--- config.mk ---
export PLATFORM = sky130hd
export DESIGN_NAME = cie_core
export DESIGN_NICKNAME = d
export VERILOG_FILES = /design/src/verilog/cie_div.v /design/src/verilog/cie_core.v
export VERILOG_INCLUDE_DIRS = /design/src /design/src/verilog
export SDC_FILE = /design/constraint.sdc
export NUM_CORES = 2
export LEC_CHECK = 0
export ABC_AREA = 1
export BUFFER_PORTS_ARGS = -buffer_cell sky130_fd_sc_hd__buf_2
export CAP_MARGIN = 20
export CORE_MARGIN = 3
export CORE_UTILIZATION = 36
export DETAILED_ROUTE_END_ITERATION = 10
export GPL_ROUTABILITY_DRIVEN = 0
export PLACE_DENSITY = 0.56
export SETUP_SLACK_MARGIN = 0.4
export SYNTH_ARGS = -nofsm -noshare
export SYNTH_HDL_FRONTEND = slang
export SYNTH_SLANG_ARGS = --single-unit
--- constraint.sdc ---
create_clock -name clk -period 3.4 [get_ports clk]
set_input_delay 0.17 -clock clk [delete_from_list [all_inputs] [get_ports clk]]
set_output_delay 0.17 -clock clk [all_outputs]
set_load 0.05 [all_outputs]
--- src/verilog/cie_regs.vh ---
/*
  Constants for the instruction execution block: operation codes,
  branch condition codes, status bit positions and cycle counts.
  Assumes it is included by bare name from files under verilog/ and testbench/.
*/
`ifndef CIE_REGS_VH
`define CIE_REGS_VH

// Operation codes presented on the op port
`define CIE_OP_NOP 6'h00
`define CIE_OP_BIT_CLR 6'h01
`define CIE_OP_BIT_SET 6'h02
`define CIE_OP_BIT_TOG 6'h03
`define CIE_OP_BIT_TEST 6'h04
`define CIE_OP_TEST_SKIP_CLR 6'h05
`define CIE_OP_TEST_SKIP_SET 6'h06
`define CIE_OP_TEST_THEN_SET 6'h07
`define CIE_OP_JUMP_COND 6'h08
`define CIE_OP_JUMP_ALWAYS 6'h09
`define CIE_OP_JUMP_REG 6'h0A
`define CIE_OP_CALL_LIT 6'h0B
`define CIE_OP_CALL_REG 6'h0C
`define CIE_OP_GOTO_LIT 6'h0D
`define CIE_OP_GOTO_REG 6'h0E
`define CIE_OP_COMPARE 6'h0F
`define CIE_OP_COMPARE_BORROW 6'h10
`define CIE_OP_CMP_SKIP 6'h11
`define CIE_OP_CMP_JUMP 6'h12
`define CIE_OP_IRQ_HOLD 6'h13
`define CIE_OP_INT_DIV 6'h14
`define CIE_OP_FRAC_QUOTIENT 6'h15
`define CIE_OP_LOOP 6'h16
`define CIE_OP_DECIMAL_ADJUST 6'h17
`define CIE_OP_FIRST_ONE_FROM_MSB 6'h18
`define CIE_OP_LOGIC_RIGHT_SHIFT 6'h19
`define CIE_OP_LOGIC_RIGHT_SHIFT_N 6'h1A
`define CIE_OP_ARITH_RIGHT_SHIFT_N 6'h1B
`define CIE_OP_LEFT_SHIFT_N 6'h1C
`define CIE_OP_MULTIPLY_TO_ACC 6'h1D
`define CIE_OP_MUL_ACCUMULATE 6'h1E
`define CIE_OP_MUL_SUBTRACT_ACC 6'h1F
`define CIE_OP_INT_MUL 6'h20
`define CIE_OP_LOW_WORD_PRODUCT 6'h21
`define CIE_OP_PAIR_MOVE 6'h22
`define CIE_OP_PAGE_LOAD 6'h23

// Branch condition codes on the cond port
`define CIE_CC_C 5'h00
`define CIE_CC_GE 5'h01
`define CIE_CC_GEU 5'h02
`define CIE_CC_GT 5'h03
`define CIE_CC_GTU 5'h04
`define CIE_CC_LE 5'h05
`define CIE_CC_LEU 5'h06
`define CIE_CC_LT 5'h07
`define CIE_CC_LTU 5'h08
`define CIE_CC_N 5'h09
`define CIE_CC_NC 5'h0A
`define CIE_CC_NN 5'h0B
`define CIE_CC_NOV 5'h0C
`define CIE_CC_NZ 5'h0D
`define CIE_CC_OA 5'h0E
`define CIE_CC_OB 5'h0F
`define CIE_CC_OV 5'h10
`define CIE_CC_SA 5'h11
`define CIE_CC_SB 5'h12
`define CIE_CC_Z 5'h13

// Compare relations on sel for compare-and-skip and compare-and-jump
`define CIE_REL_EQ 2'h0
`define CIE_REL_GT 2'h1
`define CIE_REL_LT 2'h2
`define CIE_REL_NE 2'h3

// Status bit positions
`define CIE_ST_C 0
`define CIE_ST_Z 1
`define CIE_ST_OV 2
`define CIE_ST_N 3
`define CIE_ST_DC 4
`define CIE_ST_SFA 5
`define CIE_ST_OA 6
`define CIE_ST_OB 7
`define CIE_ST_SA 8
`define CIE_ST_SB 9
`define CIE_ST_OAB 10
`define CIE_ST_SAB 11
`define CIE_ST_RESET 12'h000

// Cycle counts
`define CIE_CYC_ONE 5'h01
`define CIE_CYC_TWO 5'h02
`define CIE_CYC_SKIP_ONE_WORD 5'h02
`define CIE_CYC_SKIP_TWO_WORD 5'h03
`define CIE_CYC_BRANCH 5'h04
`define CIE_CYC_CALL 5'h04
`define CIE_CYC_CMP_JUMP 5'h05
`define CIE_CYC_DIV 5'h12
`define CIE_DIV_STEPS 5'h10

`endif

--- src/verilog/cie_div.v ---
/*
  Restoring unsigned divider, 32-bit dividend by 16-bit divisor, one
  quotient bit per clock; results settle 16 clocks after go.
  Assumes the caller has screened out overflow (dividend high word not
  below the divisor) and handles signs and timing itself.
*/
`timescale 1ns/10ps
`default_nettype none
`include "cie_regs.vh"

module cie_div (
  // Clock and reset
  input wire clk,
  input wire rstn,
  // Operands
  input wire go,
  input wire [31:0] dividend,
  input wire [15:0] divisor,
  // Results
  output reg [15:0] quotient_r,
  output reg [15:0] remainder_r
);

  reg [15:0] dsr_r;
  reg [4:0] cnt_r;
  wire [16:0] trial;
  wire fits;

  assign trial = {remainder_r, quotient_r[15]};
  assign fits = trial >= {1'b0, dsr_r};

  always @(posedge clk or negedge rstn)
  begin
    if (!rstn)
    begin
      quotient_r <= 16'h0000;
      remainder_r <= 16'h0000;
      dsr_r <= 16'h0000;
      cnt_r <= 5'h00;
    end
    else if (go)
    begin
      remainder_r <= dividend[31:16];
      quotient_r <= dividend[15:0];
      dsr_r <= divisor;
      cnt_r <= `CIE_DIV_STEPS;
    end
    else if (cnt_r != 5'h00)
    begin
      cnt_r <= cnt_r - 5'h01;
      quotient_r <= {quotient_r[14:0], fits};
      if (fits)
        remainder_r <= trial[15:0] - dsr_r;
      else
        remainder_r <= trial[15:0];
    end
  end

endmodule // cie_div

`default_nettype wire

--- src/verilog/cie_core.v ---
/*
  Instruction execution block: takes one decoded instruction at a time
  with its operand values, produces result, status, accumulator and page
  updates, and holds busy for the instruction's cycle count.
  Assumes clk is the instruction cycle clock and that the fetch side
  supplies operand values and whether the following word is a second word.
*/
`timescale 1ns/10ps
`default_nettype none
`include "cie_regs.vh"

module cie_core (
  // Clock and reset
  input wire clk,
  input wire rstn,
  // Instruction issue
  input wire start,
  input wire [5:0] op,
  input wire [4:0] cond,
  input wire [1:0] sel,
  input wire sgn_a,
  input wire sgn_b,
  input wire wide,
  input wire acc_sel,
  input wire [15:0] opa,
  input wire [15:0] opb,
  input wire [15:0] opc,
  input wire [3:0] bit_sel,
  input wire [14:0] lit,
  input wire periph,
  input wire next_two_word,
  input wire [7:0] word_hi,
  input wire orphan_word,
  // Completion
  output wire ready,
  output reg done_r,
  output reg [15:0] result_r,
  output reg [15:0] result_hi_r,
  output reg taken_r,
  output reg skip_r,
  output reg [1:0] words_r,
  output reg [4:0] cycles_r,
  // Core state
  output reg [11:0] status_r,
  output reg [39:0] acc_a_r,
  output reg [39:0] acc_b_r,
  output reg [9:0] data_read_page_r,
  output reg [8:0] data_write_page_r,
  output reg [7:0] table_page_reg_r,
  output reg [15:0] loop_count_r,
  output reg [15:0] loop_end_r,
  output wire irq_blocked
);

  localparam ST_IDLE = 3'b001;
  localparam ST_WAIT = 3'b010;
  localparam ST_DIV = 3'b100;

  // Returns {carry, digit carry, overflow, difference} of a - b - !cin
  function [18:0] cie_sub;
    input [15:0] a;
    input [15:0] b;
    input cin;
    reg [16:0] d;
    reg [4:0] dn;
    begin
      d = {1'b0, a} + {1'b0, ~b} + {16'h0000, cin};
      dn = {1'b0, a[3:0]} + {1'b0, ~b[3:0]} + {4'h0, cin};
      cie_sub = {d[16], dn[4], (a[15] ^ b[15]) & (a[15] ^ d[15]), d[15:0]};
    end
  endfunction

  reg [2:0] state_r;
  reg [4:0] rem_r;
  reg [13:0] irq_cnt_r;
  reg q_neg_r;
  reg r_neg_r;
  reg dv_ovf_r;
  reg dv_sgn_r;

  reg [4:0] cyc;
  reg [1:0] wd;
  reg tk;
  reg sk;
  reg [15:0] res;
  reg [15:0] hi;
  reg [11:0] st;
  reg [39:0] acc_a_n;
  reg [39:0] acc_b_n;
  reg bitv;
  reg hit;
  reg [4:0] pos;
  reg [8:0] bcd;
  reg [40:0] sum;
  reg [39:0] clip;
  reg [18:0] sd;
  integer i;

  wire [5:0] eff_op;
  wire [15:0] mask;
  wire [39:0] acc_cur;
  wire signed [16:0] mul_a;
  wire signed [16:0] mul_b;
  wire signed [33:0] prod;
  wire [39:0] prod40;
  wire rd_op;
  wire is_div;
  wire dv_sgn;
  wire [31:0] dvd;
  wire [31:0] dvd_mag;
  wire [15:0] dsr_mag;
  wire [15:0] quo;
  wire [15:0] rmd;
  wire q_ovf;
  wire [15:0] q_out;

  // A lone second word has a zero upper byte and must do nothing
  assign eff_op = (orphan_word && word_hi == 8'h00) ? `CIE_OP_NOP : op;
  assign ready = state_r == ST_IDLE;
  assign irq_blocked = irq_cnt_r != 14'h0000;
  assign mask = 16'h0001 << bit_sel;
  assign acc_cur = acc_sel ? acc_b_r : acc_a_r;
  assign mul_a = {sgn_a & opa[15], opa};
  assign mul_b = {sgn_b & opb[15], opb};
  assign prod = mul_a * mul_b;
  assign prod40 = {{6{prod[33]}}, prod};
  assign rd_op = (eff_op >= `CIE_OP_BIT_CLR && eff_op <= `CIE_OP_TEST_THEN_SET) ||
    eff_op == `CIE_OP_COMPARE || eff_op == `CIE_OP_COMPARE_BORROW;
  assign is_div = eff_op == `CIE_OP_INT_DIV || eff_op == `CIE_OP_FRAC_QUOTIENT;

  // Fractional divide is always signed and scales the dividend by 2^15
  assign dv_sgn = (eff_op == `CIE_OP_FRAC_QUOTIENT) | sgn_a;
  assign dvd = (eff_op == `CIE_OP_FRAC_QUOTIENT) ? {opa[15], opa, 15'h0000} :
    wide ? {opc, opa} : {{16{sgn_a & opa[15]}}, opa};
  assign dvd_mag = (dv_sgn & dvd[31]) ? 32'h00000000 - dvd : dvd;
  assign dsr_mag = (dv_sgn & opb[15]) ? 16'h0000 - opb : opb;
  assign q_ovf = dv_ovf_r | (dv_sgn_r & (q_neg_r ? quo > 16'h8000 : quo[15]));
  assign q_out = q_neg_r ? 16'h0000 - quo : quo;

  cie_div u_div (
    .clk(clk),
    .rstn(rstn),
    .go(ready & start & is_div),
    .dividend(dvd_mag),
    .divisor(dsr_mag),
    .quotient_r(quo),
    .remainder_r(rmd)
  );

  always @*
  begin
    cyc = `CIE_CYC_ONE;
    wd = 2'h1;
    tk = 1'b0;
    sk = 1'b0;
    res = result_r;
    hi = result_hi_r;
    st = status_r;
    acc_a_n = acc_a_r;
    acc_b_n = acc_b_r;
    bitv = opa[bit_sel];
    sd = 19'h00000;
    sum = 41'h00000000000;
    clip = 40'h0000000000;
    bcd = 9'h000;
    pos = 5'h00;
    for (i = 0; i < 16; i = i + 1)
      if (opa[i])
        pos = 5'h10 - i[4:0];
    case (sel)
      `CIE_REL_EQ: hit = opa == opb;
      `CIE_REL_GT: hit = $signed(opa) > $signed(opb);
      `CIE_REL_LT: hit = $signed(opa) < $signed(opb);
      default: hit = opa != opb;
    endcase
    case (eff_op)
      `CIE_OP_BIT_CLR: res = opa & ~mask;
      `CIE_OP_BIT_SET: res = opa | mask;
      `CIE_OP_BIT_TOG: res = opa ^ mask;
      `CIE_OP_BIT_TEST:
      begin
        if (sel[0])
          st[`CIE_ST_C] = bitv;
        else
          st[`CIE_ST_Z] = ~bitv;
      end
      `CIE_OP_TEST_SKIP_CLR, `CIE_OP_TEST_SKIP_SET:
      begin
        sk = bitv == (eff_op == `CIE_OP_TEST_SKIP_SET);
      end
      `CIE_OP_TEST_THEN_SET:
      begin
        if (sel[0])
          st[`CIE_ST_C] = bitv;
        else
          st[`CIE_ST_Z] = ~bitv;
        res = opa | mask;
      end
      `CIE_OP_JUMP_COND:
      begin
        case (cond)
          `CIE_CC_C: tk = status_r[`CIE_ST_C];
          `CIE_CC_GE: tk = status_r[`CIE_ST_N] == status_r[`CIE_ST_OV];
          `CIE_CC_GEU: tk = status_r[`CIE_ST_C];
          `CIE_CC_GT: tk = ~status_r[`CIE_ST_Z] & (status_r[`CIE_ST_N] == status_r[`CIE_ST_OV]);
          `CIE_CC_GTU: tk = status_r[`CIE_ST_C] & ~status_r[`CIE_ST_Z];
          `CIE_CC_LE: tk = status_r[`CIE_ST_Z] | (status_r[`CIE_ST_N] ^ status_r[`CIE_ST_OV]);
          `CIE_CC_LEU: tk = ~status_r[`CIE_ST_C] | status_r[`CIE_ST_Z];
          `CIE_CC_LT: tk = status_r[`CIE_ST_N] ^ status_r[`CIE_ST_OV];
          `CIE_CC_LTU: tk = ~status_r[`CIE_ST_C];
          `CIE_CC_N: tk = status_r[`CIE_ST_N];
          `CIE_CC_NC: tk = ~status_r[`CIE_ST_C];
          `CIE_CC_NN: tk = ~status_r[`CIE_ST_N];
          `CIE_CC_NOV: tk = ~status_r[`CIE_ST_OV];
          `CIE_CC_NZ: tk = ~status_r[`CIE_ST_Z];
          `CIE_CC_OA: tk = status_r[`CIE_ST_OA];
          `CIE_CC_OB: tk = status_r[`CIE_ST_OB];
          `CIE_CC_OV: tk = status_r[`CIE_ST_OV];
          `CIE_CC_SA: tk = status_r[`CIE_ST_SA];
          `CIE_CC_SB: tk = status_r[`CIE_ST_SB];
          `CIE_CC_Z: tk = status_r[`CIE_ST_Z];
          default: tk = 1'b0;
        endcase
        cyc = tk ? `CIE_CYC_BRANCH : `CIE_CYC_ONE;
      end
      `CIE_OP_JUMP_ALWAYS, `CIE_OP_JUMP_REG:
      begin
        tk = 1'b1;
        cyc = `CIE_CYC_BRANCH;
      end
      `CIE_OP_CALL_LIT, `CIE_OP_CALL_REG:
      begin
        tk = 1'b1;
        cyc = `CIE_CYC_CALL;
        wd = (eff_op == `CIE_OP_CALL_LIT) ? 2'h2 : 2'h1;
        st[`CIE_ST_SFA] = 1'b0;
      end
      `CIE_OP_GOTO_LIT, `CIE_OP_GOTO_REG:
      begin
        tk = 1'b1;
        cyc = `CIE_CYC_BRANCH;
        wd = (eff_op == `CIE_OP_GOTO_LIT) ? 2'h2 : 2'h1;
      end
      `CIE_OP_COMPARE, `CIE_OP_COMPARE_BORROW:
      begin
        if (eff_op == `CIE_OP_COMPARE)
          sd = cie_sub(opa, opb, 1'b1);
        else
          sd = cie_sub(opa, opb, status_r[`CIE_ST_C]);
        st[`CIE_ST_C] = sd[18];
        st[`CIE_ST_DC] = sd[17];
        st[`CIE_ST_OV] = sd[16];
        st[`CIE_ST_N] = sd[15];
        // Borrow form keeps zero sticky so multi-word compares chain
        if (eff_op == `CIE_OP_COMPARE)
          st[`CIE_ST_Z] = sd[15:0] == 16'h0000;
        else
          st[`CIE_ST_Z] = status_r[`CIE_ST_Z] & (sd[15:0] == 16'h0000);
      end
      `CIE_OP_CMP_SKIP: sk = hit;
      `CIE_OP_CMP_JUMP:
      begin
        tk = hit;
        cyc = hit ? `CIE_CYC_CMP_JUMP : `CIE_CYC_ONE;
      end
      `CIE_OP_INT_DIV, `CIE_OP_FRAC_QUOTIENT: cyc = `CIE_CYC_DIV;
      `CIE_OP_LOOP:
      begin
        cyc = `CIE_CYC_TWO;
        wd = 2'h2;
      end
      `CIE_OP_DECIMAL_ADJUST:
      begin
        bcd = {1'b0, opa[7:0]};
        if (bcd[3:0] > 4'h9 || status_r[`CIE_ST_DC])
          bcd = bcd + 9'h006;
        if (bcd[7:4] > 4'h9 || bcd[8] || status_r[`CIE_ST_C])
          bcd = bcd + 9'h060;
        res = {opa[15:8], bcd[7:0]};
        st[`CIE_ST_C] = bcd[8];
      end
      `CIE_OP_FIRST_ONE_FROM_MSB:
      begin
        res = {11'h000, pos};
        st[`CIE_ST_C] = opa == 16'h0000;
      end
      `CIE_OP_LOGIC_RIGHT_SHIFT:
      begin
        res = {1'b0, opa[15:1]};
        st[`CIE_ST_C] = opa[0];
        st[`CIE_ST_OV] = 1'b0;
      end
      `CIE_OP_LOGIC_RIGHT_SHIFT_N: res = opa >> opb[3:0];
      `CIE_OP_ARITH_RIGHT_SHIFT_N: res = $signed(opa) >>> opb[3:0];
      `CIE_OP_LEFT_SHIFT_N: res = opa << opb[3:0];
      `CIE_OP_MULTIPLY_TO_ACC, `CIE_OP_MUL_ACCUMULATE, `CIE_OP_MUL_SUBTRACT_ACC:
      begin
        if (eff_op == `CIE_OP_MULTIPLY_TO_ACC)
          sum = {prod40[39], prod40};
        else if (eff_op == `CIE_OP_MUL_ACCUMULATE)
          sum = {acc_cur[39], acc_cur} + {prod40[39], prod40};
        else
          sum = {acc_cur[39], acc_cur} - {prod40[39], prod40};
        // A true 40-bit overflow clips rather than wraps
        if (sum[40] != sum[39])
          clip = sum[40] ? 40'h8000000000 : 40'h7FFFFFFFFF;
        else
          clip = sum[39:0];
        if (acc_sel)
        begin
          acc_b_n = clip;
          st[`CIE_ST_OB] = ~(&clip[39:31] | ~|clip[39:31]);
          st[`CIE_ST_SB] = status_r[`CIE_ST_SB] | (sum[40] != sum[39]);
        end
        else
        begin
          acc_a_n = clip;
          st[`CIE_ST_OA] = ~(&clip[39:31] | ~|clip[39:31]);
          st[`CIE_ST_SA] = status_r[`CIE_ST_SA] | (sum[40] != sum[39]);
        end
        st[`CIE_ST_OAB] = st[`CIE_ST_OA] | st[`CIE_ST_OB];
        st[`CIE_ST_SAB] = st[`CIE_ST_SA] | st[`CIE_ST_SB];
      end
      `CIE_OP_INT_MUL:
      begin
        if (sel[0])
        begin
          if (acc_sel)
            acc_b_n = {{8{prod40[31]}}, prod40[31:0]};
          else
            acc_a_n = {{8{prod40[31]}}, prod40[31:0]};
        end
        else
        begin
          res = prod[15:0];
          hi = prod[31:16];
        end
      end
      `CIE_OP_LOW_WORD_PRODUCT: res = prod[15:0];
      `CIE_OP_PAIR_MOVE:
      begin
        res = opa;
        hi = opc;
        cyc = `CIE_CYC_TWO;
      end
      default: cyc = `CIE_CYC_ONE;
    endcase
    if (eff_op >= `CIE_OP_LOGIC_RIGHT_SHIFT && eff_op <= `CIE_OP_LEFT_SHIFT_N)
    begin
      st[`CIE_ST_N] = res[15];
      st[`CIE_ST_Z] = res == 16'h0000;
    end
    if (sk)
      cyc = next_two_word ? `CIE_CYC_SKIP_TWO_WORD : `CIE_CYC_SKIP_ONE_WORD;
    if (periph && rd_op)
      cyc = cyc + 5'h01;
  end

  always @(posedge clk or negedge rstn)
  begin
    if (!rstn)
    begin
      state_r <= ST_IDLE;
      rem_r <= 5'h00;
      irq_cnt_r <= 14'h0000;
      q_neg_r <= 1'b0;
      r_neg_r <= 1'b0;
      dv_ovf_r <= 1'b0;
      dv_sgn_r <= 1'b0;
      done_r <= 1'b0;
      result_r <= 16'h0000;
      result_hi_r <= 16'h0000;
      taken_r <= 1'b0;
      skip_r <= 1'b0;
      words_r <= 2'h1;
      cycles_r <= 5'h00;
      status_r <= `CIE_ST_RESET;
      acc_a_r <= 40'h0000000000;
      acc_b_r <= 40'h0000000000;
      data_read_page_r <= 10'h000;
      data_write_page_r <= 9'h000;
      table_page_reg_r <= 8'h00;
      loop_count_r <= 16'h0000;
      loop_end_r <= 16'h0000;
    end
    else
    begin
      done_r <= 1'b0;
      if (irq_cnt_r != 14'h0000)
        irq_cnt_r <= irq_cnt_r - 14'h0001;
      case (state_r)
        ST_IDLE:
        begin
          if (start)
          begin
            result_r <= res;
            result_hi_r <= hi;
            status_r <= st;
            acc_a_r <= acc_a_n;
            acc_b_r <= acc_b_n;
            taken_r <= tk;
            skip_r <= sk;
            words_r <= wd;
            cycles_r <= cyc;
            rem_r <= cyc - 5'h01;
            if (eff_op == `CIE_OP_IRQ_HOLD)
              irq_cnt_r <= lit[13:0];
            if (eff_op == `CIE_OP_LOOP)
            begin
              loop_count_r <= sel[0] ? opb : {1'b0, lit};
              loop_end_r <= opa;
            end
            if (eff_op == `CIE_OP_PAGE_LOAD)
            begin
              // Literal or register source; only the low bits are kept
              case (sel)
                2'h0: data_read_page_r <= opa[9:0];
                2'h1: data_write_page_r <= opa[8:0];
                default: table_page_reg_r <= opa[7:0];
              endcase
            end
            q_neg_r <= dv_sgn & (dvd[31] ^ opb[15]);
            r_neg_r <= dv_sgn & dvd[31];
            dv_sgn_r <= dv_sgn;
            dv_ovf_r <= dsr_mag == 16'h0000 || dvd_mag[31:16] >= dsr_mag;
            if (cyc == `CIE_CYC_ONE)
              done_r <= 1'b1;
            else
              state_r <= is_div ? ST_DIV : ST_WAIT;
          end
        end
        ST_WAIT, ST_DIV:
        begin
          rem_r <= rem_r - 5'h01;
          if (rem_r == 5'h01)
          begin
            done_r <= 1'b1;
            state_r <= ST_IDLE;
            if (state_r == ST_DIV)
            begin
              result_r <= q_out;
              result_hi_r <= r_neg_r ? 16'h0000 - rmd : rmd;
              status_r[`CIE_ST_N] <= q_out[15];
              status_r[`CIE_ST_Z] <= q_out == 16'h0000;
              status_r[`CIE_ST_C] <= rmd != 16'h0000;
              status_r[`CIE_ST_OV] <= q_ovf;
            end
          end
        end
        default: state_r <= ST_IDLE;
      endcase
    end
  end

endmodule // cie_core

`default_nettype wire

==> qor.log <==
INFO  critical_path  r2r_setup_slack=-0.24ns
INFO  critical_path  reg2reg_to=acc_a_r[28]$_DFFE_PN0P_
INFO  critical_path  crit_cells=51
INFO  yosys          synthArstFlopShare=100%
INFO  yosys          synth.yosys.warnings=0
INFO  layout         area_delta_synth_final=45.7%
INFO  global_route   grt_overflow_total=0
INFO  detailed_routing remaining_drc_errors=0
INFO  timing         grt_setup_unrepaired=yes
INFO  timing         number_of_hold_violations_in_the_final_report=0
INFO  global_route   grtUsageTotal=29.1%
INFO  yosys          ys_seq_area_share=18.4%
INFO  critical_path  worstSetupEndpoint=acc_b_r[19]$_DFFE_PN0P_
INFO  detailed_routing initialDrtViolationCount=3712
INFO  critical_path  crit_path_frequent_cell=fa_1
INFO  worst_hold_path hold_path_class=in -> reg
INFO  detailed_routing via_count=41600
INFO  critical_path  cp-startpoint=opa[6]
INFO  cts            tritoncts.num_buffers=35
INFO  cts            cts.clk_slew.worst_paths=0.06ns
INFO  critical_path  setup.worst_path.end_class=flip-flop
INFO  floorplan      initial_core_util=36.6%
INFO  yosys          syn_area=37000squm
INFO  yosys          postSynthAreaPerCell=6.87squm
INFO  timing         max_slew_margin=50.4%
INFO  cts            cts_max_path_buffers=3
INFO  cts            worst_skew_pair.late_latency=0.56ns
INFO  detailed_routing wire_per_inst=19.8um
INFO  global_route   vias_in_the_first_global_route=41000
INFO  yosys          dominantRegCellSynth=dfrtp_1
INFO  yosys          synth-edff-count=0
INFO  placement      placement.setup.worst_slack=-5.86ns
INFO  critical_path  critical_path.max_fanout=5
INFO  placement      placement.io_buffers=291
INFO  detailed_routing avgViaCountPerCell=5.16
INFO  timing         post-route-period-util=243%
INFO  timing         setup_viol=126
INFO  critical_path  crit_path_start_kind=primary input
INFO  floorplan      placeableCoreArea=101000squm
INFO  detailed_routing route.final.wire_length=159000um
INFO  floorplan      std_cell_rows=116
INFO  timing         final_report_max_slew_violation_count=0
INFO  critical_path  timing.rr.start=acc_b_r[15]$_DFFE_PN0P_
INFO  detailed_routing drtAntennaViolNets=0
INFO  worst_hold_path hold_path_depth=3
INFO  critical_path  class_of_the_most_critical_setup_path=in -> reg
INFO  layout         fillerInstances=9663
INFO  timing         min_period=8.25ns
INFO  layout         area_taken_by_multi_input_logic_gates=28900squm
INFO  floorplan      floorplan.die_area=107000squm
INFO  placement      place_hpwl=128000um
INFO  floorplan      io_pins=293
INFO  critical_path  critical-path-top-delay-family=adder cells
INFO  floorplan      die_x_extent=326um
INFO  layout         layout.cells.most_common=nand2_1
INFO  timing         worst_pin_slew=0.744ns
INFO  global_route   grt_max_degree=86
INFO  critical_path  critPathArrivalTime=8.73ns
INFO  yosys          synth_cell_types=74
INFO  detailed_routing detailedRoute.firstPassIterationCount=8
INFO  job            max-cap-violations=0
INFO  yosys          mapped_nets=6016
INFO  timing         post-route-worst-setup-slack=-4.85ns
INFO  critical_path  critical-path-slowest-cell=fa_1
INFO  cts            cts.root.buffer_cell=clkbuf_16
INFO  timing         fmax=121MHz
INFO  yosys          ys_seq_elements=271
INFO  layout         seqCellArea=6780squm
INFO  layout         top_library_cells_by_usage_in_the_layout_fill_and_taps_aside=nand2_1 (1207), buf_4 (1065), inv_1 (841)
INFO  critical_path  worst-r2r-cell-count=20
INFO  floorplan      fp.dieH=326um
INFO  layout         final_layout_size_suffix_gt1_share=33.3%
INFO  worst_hold_path hold_path.startpoint=opb[7]
INFO  cts            numClockSinks=271
INFO  timing         setup-tns-final=-453.92ns
INFO  critical_path  required=3.88ns
INFO  timing         finClkSkew=0.0275ns
INFO  global_route   number_of_antenna_violations_at_the_first_check_in_global_routing=6
INFO  run_status     outcome=complete, but fails checks
INFO  layout         nets=7318
INFO  run_status     violations=setup timing
INFO  critical_path  cp.buffers_inverters=18
INFO  critical_path  maximum_single_stage_delay_on_the_critical_path=0.54ns
INFO  cts            cts_tree=yes
INFO  global_route   global_route_wire_length_before_repair=240000um
INFO  yosys          synth_cells=5376
INFO  cts            clock_tree.htree_level_count=2
-- worst reg2reg max path, delay by kind of cell (launching register included) --
family                     cells  cell delay, ns
xor gates and xnor gates       1            0.25
DFF                            1            0.38
adders and majority gates      1            0.35
AOI/OAI and AO/OA              8            1.54
and+or+nand+nor                5            0.41
buffers and inverters          5            0.60
-- synth_stat cells (all sizes together), types with 6 or more instances --
cell / count / share of area [%]
nand2: 1387 / 14
a31oi: 45 / 0.76
a211oi: 11 / 0.22
o211ai: 49 / 1.0
o21bai: 15 / 0.30
o22ai: 68 / 1.2
a21o: 6 / 0.12
xnor2: 43 / 1.0
o31ai: 13 / 0.29
clkinv: 13 / 0.13
nand4: 46 / 0.78
fa: 299 / 16
nand3: 197 / 2.9
nor2: 405 / 4.2
mux2i: 17 / 0.46
o21a: 12 / 0.24
or2: 18 / 0.30
o2111ai: 16 / 0.38
o311ai: 6 / 0.14
buf: 57 / 0.76
nor3: 68 / 1.0
a21oi: 234 / 3.2
nor4: 24 / 0.41
dfrtp: 269 / 18
inv: 961 / 9.8
xor2: 124 / 3.0
o221ai: 34 / 0.84
a221oi: 6 / 0.14
nand3b: 25 / 0.52
clkbuf: 163 / 1.7
o21ai: 466 / 6.3
ha: 243 / 8.2
-- sequential cells by signal, indices dropped and copies added (netlist names), 8 cells and up --
register           cells
acc_a_r               40
acc_b_r               40
loop_count_r          16
loop_end_r            16
result_hi_r           16
result_r              16
u_div.dsr_r           16
u_div.quotient_r      16
u_div.remainder_r     16
irq_cnt_r             14
status_r              11
data_read_page_r      10
data_write_page_r      9
table_page_reg_r       8
-- through the flow --
step / instance area (sq um) / hold WS [ns] / std cells / utilization (%)
final: 53800 / 0.0224 / 8059 / 53.4
after global routing: 53800 / 0.0247 / 8058 / 53.4
after CTS: 51700 / 0.00173 / 7992 / 51.3
after detailed placement: 48300 / 0.224 / 7850 / 47.9
after global placement: 48300 / 0.220 / 7850 / 47.9
after floorplan: 38200 / -0.126 / 5376 / -
-- how the worst min path moves through the flow --
stage	endpoint	slack (ns)
after detailed placement	status_r[0]$_DFFE_PN0P_	0.22
final	loop_count_r[7]$_DFFE_PN0P_	0.02
after floorplan	acc_a_r[0]$_DFFE_PN0P_	-0.13
after CTS	loop_count_r[7]$_DFFE_PN0P_	0.002
after global placement	status_r[3]$_DFFE_PN0P_	0.22
after global routing	loop_count_r[7]$_DFFE_PN0P_	0.02
-- per-layer routing --
layer	up-vias	GRT usage [%]	wire length, um
met4	2	17.0	11100
li1	19800	-	-
met2	1600	46.2	71900
met1	19800	37.7	64600
met5	-	0	11
met3	459	4.27	11800
-- area by class of cell --
| type | count | area share [%] |
|---|---|---|
| multi-input combinational | 3911 | 53.6 |
| timing repair buffer | 1484 | 21.6 |
| sequential | 271 | 12.6 |
| inverter | 974 | 6.88 |
| tap | 1357 | 3.15 |
| clock buffer | 46 | 1.87 |
| clock inverter | 12 | 0.263 |
| timing repair inverter | 1 | 0.0163 |
| antenna | 3 | 0.0139 |
-- cell families (layout without fill, tap and decap cells) --
family,Yosys count,in the layout,synth area share (%)
AND/OR/NAND/NOR,2177,2177,24.7
XOR/XNOR,167,167,4.01
multiplexers,18,18,0.491
adder cells (fa/ha/maj),542,542,24.4
AO/OA/AOI/OAI,1006,1006,15.7
flip-flops,271,271,18.4
other,1,4,0.0101
buffers and inverters,1194,2517,12.3
-- repair_timing --
item                                   CTS  global route
pin swaps                              189           191
buffers inserted                        63            62
endpoints found under the hold margin  109             0
gates cloned                             5             2
resized for setup                      380           439
hold buffers                            16             0
setup endpoints to repair              148           149
Power is not shown: default switching activity piles up to over one toggle a cycle in this logic, so the estimate is an artifact.
